File: config.mk
export PLATFORM = sky130hd
export DESIGN_NAME = clock_fanout_sync_control
export DESIGN_NICKNAME = d
export VERILOG_FILES = /design/src/verilog/fanout_pkg.sv /design/src/verilog/channel_divider.sv /design/src/verilog/clock_fanout_sync_control.sv
export SDC_FILE = /design/constraint.sdc
export NUM_CORES = 2
export LEC_CHECK = 0
export ABC_CLOCK_PERIOD_IN_PS = 4600
export BUFFER_PORTS_ARGS = -buffer_cell sky130_fd_sc_hd__buf_2
export CELL_PAD_IN_SITES_DETAIL_PLACEMENT = 1
export CELL_PAD_IN_SITES_GLOBAL_PLACEMENT = 2
export CORE_UTILIZATION = 41
export DETAILED_ROUTE_END_ITERATION = 8
export HOLD_SLACK_MARGIN = 0.12
export PLACE_DENSITY = 0.87
export SKIP_CTS_REPAIR_TIMING = 1
export SYNTH_ARGS = -nofsm -noshare
export SYNTH_HDL_FRONTEND = slang
export SYNTH_SLANG_ARGS = --single-unit
File: constraint.sdc
create_clock -name clock -period 4.6 [get_ports clock]
set_input_delay 0.69 -clock clock [delete_from_list [all_inputs] [get_ports clock]]
set_output_delay 0.69 -clock clock [all_outputs]
set_load 0.02 [all_outputs]
File: src/verilog/fanout_pkg.sv
/*
  Constants and types shared by the clock fanout synchronisation controller.
  Assumes a single 20 MHz system clock with synchronous active-low reset.
*/
// How it works
// Fourteen identical channels, each with divider, coarse phase and analog delay code.
// Up to seven clock/SYSREF pairs; other channels freely configured as any role.
// SYSREF timer runs continuously; divider syncs align deterministically to it.
// Timer rephase requested by serial command, general input or external sync; the code rephases the timer on external sync only.
// External sync input gives every output a deterministic phase to it.
// Pulse request enables chosen SYSREF channels, phases them, pulses, then disables.
// Divided clocks keep fifty percent duty, odd ratios included; the code holds odd ratios above one high (ratio-1)/2 cycles.
// Phase changes are applied glitch free; the code forces the output low at once while a coarse delay runs.
// Phase set per channel by slips, coarse digital delay and fine analog delay.
// Configuration arrives over a three-wire serial port with shared data line.
// Outputs at most 3.2 GHz; 6 GHz input only with input division enabled; the code ignores input_divide_enable and runs every enabled channel.
// Each divider supports every ratio from one to the maximum.
// Digital phase adjust moves phase in half input-clock-cycle steps; the code writes the coarse LSB as 0, so steps are whole cycles.
// Dividers respond to broadcast events only when their enables select them.
// Dividers not enabled for an event keep running with unchanged phase.
package fanout_pkg;

  // ----------------------------------------------------------------
  // Sizes
  // ----------------------------------------------------------------
  localparam int NUM_CHANNELS = 14;
  localparam int NUM_PAIRS = 7;
  localparam int DIV_WIDTH = 12;
  localparam logic [11:0] DIV_MAX = 12'hffe;
  localparam int COARSE_WIDTH = 5;
  localparam int FINE_WIDTH = 5;
  localparam int TIMER_WIDTH = 12;
  localparam int PULSE_WIDTH = 8;

  // ----------------------------------------------------------------
  // Reset values
  // ----------------------------------------------------------------
  localparam logic [11:0] TIMER_PERIOD_RESET = 12'h100;
  localparam logic [7:0] PULSE_COUNT_RESET = 8'h04;

  // ----------------------------------------------------------------
  // Start-up modes of a channel
  // ----------------------------------------------------------------
  typedef enum logic [1:0] {
    STARTUP_ASYNC = 2'h0,
    STARTUP_DYNAMIC = 2'h3
  } startup_t;

  // ----------------------------------------------------------------
  // Sequencer states
  // ----------------------------------------------------------------
  typedef enum logic [4:0] {
    SEQ_IDLE = 5'h01,
    SEQ_WAIT = 5'h02,
    SEQ_SYNC = 5'h04,
    SEQ_PULSE = 5'h08,
    SEQ_DONE = 5'h10
  } seq_state_t;

endpackage

File: src/verilog/channel_divider.sv
/*
  One output channel: divider with whole-cycle phase, slip, sync and gating.
  Assumes the controller presents one-cycle event pulses, sync events aligned to the timer and slip events not.
*/
`timescale 1ns/1ns
`default_nettype none
module channel_divider
  import fanout_pkg::*;
#(
  parameter int DIVW = DIV_WIDTH
) (
  input wire logic clock,
  input wire logic rst_n,
  input wire logic channel_enable,
  input wire logic [DIVW-1:0] divide_ratio,
  input wire logic [COARSE_WIDTH-1:0] coarse_delay,
  input wire logic sync_event,
  input wire logic slip_event,
  input wire logic gate_open,
  output logic clock_out
);

  logic [DIVW-1:0] count;
  logic phase;
  logic half_fall;
  logic [DIVW-1:0] ratio;
  logic [COARSE_WIDTH-1:0] delay_left;
  logic rise_level;
  logic fall_level;

  // Ratio zero treated as one
  assign ratio = (divide_ratio == '0) ? DIVW'(1) : divide_ratio;

  // ----------------------------------------------------------------
  // Counter; sync restarts after coarse delay, slip holds one cycle
  // ----------------------------------------------------------------
  always_ff @(posedge clock) begin
    if (!rst_n || !channel_enable) begin
      count <= '0;
      delay_left <= '0;
    end else if (sync_event) begin
      count <= '0;
      delay_left <= coarse_delay >> 1;
    end else if (delay_left != '0) begin
      delay_left <= delay_left - 1'b1;
    end else if (slip_event) begin
      count <= count;
    end else if (count >= ratio - 1'b1) begin
      count <= '0;
    end else begin
      count <= count + 1'b1;
    end
  end

  // High while count below ratio/2 rounded down, always high at ratio one
  always_ff @(posedge clock) begin
    if (!rst_n) begin
      rise_level <= 1'b0;
      phase <= 1'b0;
    end else begin
      rise_level <= (count < (ratio >> 1)) || (ratio == DIVW'(1));
      phase <= coarse_delay[0];
    end
  end

  // Falling-edge copy matches rise_level at each rising edge, so odd-ratio high time gains no half cycle
  always_ff @(negedge clock) begin
    if (!rst_n) begin
      half_fall <= 1'b0;
    end else begin
      half_fall <= rise_level;
    end
  end

  assign fall_level = (ratio[0] && ratio != DIVW'(1)) ? (rise_level | half_fall) : rise_level;

  // Gating forces the output low at once, without waiting for a low level
  always_ff @(posedge clock) begin
    if (!rst_n) begin
      clock_out <= 1'b0;
    end else if (!channel_enable || !gate_open || delay_left != '0) begin
      clock_out <= 1'b0;
    end else begin
      clock_out <= phase ? half_fall : fall_level;
    end
  end

endmodule
`default_nettype wire

File: src/verilog/clock_fanout_sync_control.sv
/*
  Top of the fanout synchronisation controller: timer, event sequencer, 14 channels.
  Deserialises configuration words from the three-wire port on the system clock.
*/
`timescale 1ns/1ns
`default_nettype none
module clock_fanout_sync_control
  import fanout_pkg::*;
#(
  parameter int NCH = NUM_CHANNELS
) (
  input wire logic clock,
  input wire logic rst_n,
  input wire logic serial_clock,
  input wire logic serial_data_in,
  output logic serial_data_out,
  output logic serial_data_oe,
  input wire logic serial_enable_n,
  input wire logic general_purpose_input,
  input wire logic external_sync_input,
  input wire logic input_divide_enable,
  output logic [NCH-1:0] channel_out,
  output logic [NCH*FINE_WIDTH-1:0] fine_delay_code,
  output logic sequencer_busy,
  output logic timer_tick
);

  // ----------------------------------------------------------------
  // Serial configuration shift register
  // ----------------------------------------------------------------
  localparam int WORD = 32;
  logic [WORD-1:0] shift;
  logic [5:0] bit_count;
  logic sclk_d;
  logic sclk_rise;
  logic word_done;
  logic word_ready;
  logic [NCH-1:0] ch_enable;
  logic [NCH-1:0] sync_en;
  logic [NCH-1:0] slip_en;
  logic [NCH-1:0] pulse_en;
  logic [DIV_WIDTH-1:0] ratio [NCH];
  logic [COARSE_WIDTH-1:0] coarse [NCH];
  logic [TIMER_WIDTH-1:0] timer_period;
  logic [PULSE_WIDTH-1:0] pulse_count;
  logic cmd_sync;
  logic cmd_slip;
  logic cmd_pulse;

  always_ff @(posedge clock) begin
    if (!rst_n) begin
      sclk_d <= 1'b0;
    end else begin
      sclk_d <= serial_clock;
    end
  end
  assign sclk_rise = serial_clock && !sclk_d;

  always_ff @(posedge clock) begin
    if (!rst_n || serial_enable_n) begin
      shift <= '0;
      bit_count <= '0;
    end else if (sclk_rise) begin
      shift <= {shift[WORD-2:0], serial_data_in};
      bit_count <= (bit_count == 6'(WORD - 1)) ? 6'h00 : bit_count + 1'b1;
    end
  end
  assign word_done = sclk_rise && (bit_count == 6'(WORD - 1));

  // Decode one cycle later, once the last bit sits in the shifter
  always_ff @(posedge clock) begin
    if (!rst_n) begin
      word_ready <= 1'b0;
    end else begin
      word_ready <= word_done;
    end
  end

  // Write-only port; shared data line never driven back
  assign serial_data_out = 1'b0;
  assign serial_data_oe = 1'b0;

  // Word: [30:27] opcode, [26:23] channel, low bits payload
  always_ff @(posedge clock) begin
    if (!rst_n) begin
      ch_enable <= '0;
      sync_en <= '0;
      slip_en <= '0;
      pulse_en <= '0;
      timer_period <= TIMER_PERIOD_RESET;
      pulse_count <= PULSE_COUNT_RESET;
      cmd_sync <= 1'b0;
      cmd_slip <= 1'b0;
      cmd_pulse <= 1'b0;
      for (int i = 0; i < NCH; i++) begin
        ratio[i] <= DIV_WIDTH'(1);
        coarse[i] <= '0;
      end
    end else begin
      cmd_sync <= 1'b0;
      cmd_slip <= 1'b0;
      cmd_pulse <= 1'b0;
      if (word_ready) begin
        unique case (shift[30:27])
          4'h1: begin
            ch_enable[shift[26:23]] <= shift[0];
            sync_en[shift[26:23]] <= shift[1];
            slip_en[shift[26:23]] <= shift[2];
            pulse_en[shift[26:23]] <= shift[3];
          end
          4'h2: begin
            if (shift[DIV_WIDTH-1:0] <= DIV_MAX) begin
              ratio[shift[26:23]] <= shift[DIV_WIDTH-1:0];
            end
          end
          4'h3: coarse[shift[26:23]] <= {shift[COARSE_WIDTH-2:0], 1'b0};
          4'h4: timer_period <= {1'b0, shift[TIMER_WIDTH-2:0]};
          4'h5: pulse_count <= {1'b0, shift[PULSE_WIDTH-2:0]};
          4'h6: cmd_sync <= 1'b1;
          4'h7: cmd_slip <= 1'b1;
          4'h8: cmd_pulse <= 1'b1;
          default: ;
        endcase
      end
    end
  end

  // Fine delay codes passed straight to the analog delay lines
  always_ff @(posedge clock) begin
    if (!rst_n) begin
      fine_delay_code <= '0;
    end else if (word_ready && shift[30:27] == 4'h9) begin
      fine_delay_code[shift[26:23]*FINE_WIDTH +: FINE_WIDTH] <= shift[FINE_WIDTH-1:0];
    end
  end

  // ----------------------------------------------------------------
  // Request edge detection
  // ----------------------------------------------------------------
  logic gpi_d;
  logic ext_d;
  logic gpi_rise;
  logic ext_rise;
  always_ff @(posedge clock) begin
    if (!rst_n) begin
      gpi_d <= 1'b0;
      ext_d <= 1'b0;
    end else begin
      gpi_d <= general_purpose_input;
      ext_d <= external_sync_input;
    end
  end
  assign gpi_rise = general_purpose_input && !gpi_d;
  assign ext_rise = external_sync_input && !ext_d;

  // ----------------------------------------------------------------
  // Free-running SYSREF timer
  // ----------------------------------------------------------------
  logic [TIMER_WIDTH-1:0] timer;
  logic rephase;
  assign rephase = ext_rise;

  always_ff @(posedge clock) begin
    if (!rst_n || rephase) begin
      timer <= '0;
    end else if (timer >= timer_period - 1'b1) begin
      timer <= '0;
    end else begin
      timer <= timer + 1'b1;
    end
  end
  assign timer_tick = (timer == '0);

  // ----------------------------------------------------------------
  // Event sequencer: sync and pulse stream
  // ----------------------------------------------------------------
  seq_state_t state;
  logic pend_sync;
  logic pend_pulse;
  logic [PULSE_WIDTH-1:0] pulses_left;
  logic [NCH-1:0] gate;

  always_ff @(posedge clock) begin
    if (!rst_n) begin
      pend_sync <= 1'b0;
      pend_pulse <= 1'b0;
    end else begin
      // New requests win over clearing
      pend_sync <= (pend_sync && state != SEQ_SYNC) || cmd_sync || gpi_rise || ext_rise;
      pend_pulse <= (pend_pulse && state != SEQ_SYNC) || cmd_pulse;
    end
  end

  always_ff @(posedge clock) begin
    if (!rst_n) begin
      state <= SEQ_IDLE;
      pulses_left <= '0;
    end else begin
      unique case (state)
        SEQ_IDLE: if (pend_sync || pend_pulse) state <= SEQ_WAIT;
        SEQ_WAIT: if (timer_tick) state <= SEQ_SYNC;
        SEQ_SYNC: begin
          pulses_left <= pulse_count;
          state <= pend_pulse ? SEQ_PULSE : SEQ_IDLE;
        end
        SEQ_PULSE: begin
          if (timer_tick) begin
            if (pulses_left <= PULSE_WIDTH'(1)) state <= SEQ_DONE;
            pulses_left <= pulses_left - 1'b1;
          end
        end
        SEQ_DONE: state <= SEQ_IDLE;
        default: state <= SEQ_IDLE;
      endcase
    end
  end
  assign sequencer_busy = (state != SEQ_IDLE);

  // Pulse-generator channels only open during the stream
  always_comb begin
    for (int i = 0; i < NCH; i++) begin
      gate[i] = pulse_en[i] ? (state == SEQ_PULSE) : 1'b1;
    end
  end

  // ----------------------------------------------------------------
  // Channels
  // ----------------------------------------------------------------
  logic ch_run [NCH];
  for (genvar c = 0; c < NCH; c++) begin : g_ch
    assign ch_run[c] = ch_enable[c] && !(input_divide_enable == 1'b0 && ratio[c] == DIV_WIDTH'(1) && 1'b0);
    channel_divider #(.DIVW(DIV_WIDTH)) u_div (
      .clock(clock),
      .rst_n(rst_n),
      .channel_enable(ch_run[c]),
      .divide_ratio(ratio[c]),
      .coarse_delay(coarse[c]),
      .sync_event(state == SEQ_SYNC && (sync_en[c] || pulse_en[c])),
      .slip_event(cmd_slip && slip_en[c]),
      .gate_open(gate[c]),
      .clock_out(channel_out[c])
    );
  end

endmodule
`default_nettype wire

==> impl_metrics.ini <==
[power]
total_power_mw = 14.6
ir_drop_v = 0.000341
power.density_nw_per_um2 = 321
p_leak_nw = 18.4

[synth]
synthCells = 4447
synth_area_leaders = dfxtp_1, edfxtp_1, ha_1, xnor2_1, nor2_1
synthesis.area_sq_um = 40700
synth_warnings = 0
yosysTopAreaCellShare_pct = 24.4
ys_seq_area_share_pct = 40.9
async_flop_share_pct = 0
netlist_top_cells_count = dfxtp_1, nor2_1, nand2_1
ys.flop_type = dfxtp_1
syn_avg_cell_area_sq_um = 9.15
synth_cell_types = 85
yosysTopAreaCell = dfxtp_1
yosysMostFrequentCell = dfxtp_1
synth_edf_count = 224
synth-seq-cells = 719

[clock_tree]
tritoncts = built
cts_sinks = 719
h-tree-depth = 3
clock-root-buffer = clkbuf_16
insertion_delay_ps = 680
clockBufferDepth = 3
cts_buffers = 84
cts.clk_slew.worst_paths_ps = 60

[worst_setup_path]
critical_path.startpoint = ratio[2][5]
timing.rr.start = ratio[2][5]
worst-endpoint-arrival_ps = 4540
reg2reg_depth = 13
reg2reg_slack_ps = 570
end_kind = flop
endpoint = g_ch[2].u_div.count[7]
start_kind = flop
path_class = flop to flop
timing.rr.end = g_ch[2].u_div.count[7]
critPathRequiredTime_ps = 5110
crit_fanout = 12

[floorplanning]
core-area_sq_um = 98300
start_util_pct = 41.4
die_area_sq_um = 100000
pin_count = 96
die_w_um = 317
core.rowCount = 115
die_h_um = 317

[cells_and_area]
nets = 4923
fill_cells = 11200
utilization_pct = 46.2
drive_gt1_share_pct = 8.31
syn_to_final_growth_pct = 11.6

[grt]
grt_max_degree = 78
grt.total_usage_pct = 22.3
grt_pass1_wl_um = 179000
grt_pass1_vias = 33000
antenna_found_initial = 8
gr-total-overflow = 0

[place]
post-place-ws_ps = 619
io_buffers = 92
hpwl_um = 75500
place_congestion = 0.800

[sta]
rsz0062_at_grt = false
setup_ws_ps = 568
clock.fmax_mhz = 248
post-route-period-util_pct = 87.6
finClkSkew_ps = 41.3
relSlewSlack_pct = 28.3
finalHoldViolCount = 0
setup_tns_ps = 0
worstMarginPinSlew_ps = 1070
fin_crit_ps = 4030
setup_viol = 0
drv_slew = 0

[routing]
drt-total-wl_um = 111000
ant_nets = 0
drc_errors = 0
vias = 31900
wl_per_cell_um = 18.9
vias_per_cell = 5.43
dr.first_iter.drc_count = 1574
dr.pass1.iters = 5

[status]
status = finished, final reports clean

[min_path]
hold_path.class = primary input to flop

[job]
drv_cap = 0
[registers in the layout, indices dropped and copies added, names as in the netlist, 31 cells and up]
name,flops
coarse,56
fine_delay_code,70
g_ch.u_div.count,168
g_ch.u_div.delay_left,70
ratio,168
shift,31
[routing by layer]
layer | up-vias | wire length, um | track usage (%)
met1 | 15600 | 51100 | 29.5
met2 | 512 | 52400 | 37.5
met3 | 159 | 5180 | 3.52
met5 | - | 0 | 0
li1 | 15700 | - | -
met4 | 0 | 2310 | 6.22
[cells in the final DEF, fill, tap and decap left out, drive strengths merged, types with 19 or more instances in the layout]
master,instances
xnor2,247
nor2b,29
xor2,78
nand4,88
edfxtp,224
nor3,138
dfxtp,495
and2,233
a21oi,278
nor2,451
mux2i,84
nand3,140
o211ai,19
or3,35
and3,64
a211oi,35
o21ai,162
or4,20
nor3b,19
nand2,432
clkbuf,123
nor4,46
a31oi,19
buf,152
o21a,32
ha,391
nand2b,41
and4,23
a21o,54
inv,271
[worst min-delay path by stage]
stage | end | start | cells after the start | slack [ps]
2_1_floorplan | pend_pulse | cmd_pulse | 2 | 410
3_3_place_gp | pend_pulse | cmd_pulse | 2 | 430
3_5_place_dp | pend_pulse | cmd_pulse | 2 | 440
4_1_cts | shift[0] | serial_data_in | 3 | 230
5_1_grt | shift[0] | serial_data_in | 3 | 270
6_report | shift[0] | serial_data_in | 3 | 270
[where the power goes]
part | leakage (nW) | internal (mW) | switching, mW
Combinational | 10.7 | 0.260 | 0.462
Sequential | 6.13 | 6.66 | 0.121
Clock | 1.49 | 4.24 | 2.81
Total | 18.4 | 11.2 | 3.40
[cell type report]
cell class	count	area (sq um)	share of cell area, %
Multi-Input combinational cell	3301	22300	49.1
Sequential cell	719	16700	36.7
Clock buffer	123	2480	5.46
Tap cell	1287	1610	3.55
Inverter	252	951	2.09
Timing Repair Buffer	152	913	2.01
Clock inverter	49	474	1.04
Antenna cell	3	7.51	0.0165
[stage by stage]
stage | area (sq um) | hold slack, ps | cells
6_report | 45400 | 268 | 5886
5_1_grt | 45400 | 273 | 5883
4_1_cts | 45400 | 231 | 5883
3_5_place_dp | 42400 | 435 | 5712
3_3_place_gp | 42400 | 427 | 5712
2_1_floorplan | 40700 | 413 | 4448
[logic make-up (layout without fill, tap and decap cells)]
logic type / Yosys count / count (layout) / share of synthesized area [%]
adder cells (fa/ha/maj): 391 / 391 / 12.0
AND/OR/NAND/NOR: 1801 / 1801 / 22.8
XOR/XNOR: 325 / 325 / 7.04
AO/OA/AOI/OAI: 696 / 696 / 10.8
flip-flops: 719 / 719 / 40.9
multiplexers: 86 / 86 / 2.12
other: 1 / 5 / 0.00922
buffers and inverters: 428 / 576 / 4.32
[critical path: stages, from the launching register on]
cell	delay (ps)
edfxtp_1	450
or4_1	600
nor3_1	360
a31oi_1	250
ha_1	270
nand2_1	160
nor3_1	80
xnor2_1	150
ha_1	300
and4_1	170
o21ai_0	80
o31ai_1	410
a221o_1	510
nor2_1	100
No activity file was read; power rests on OpenSTA's default activity.
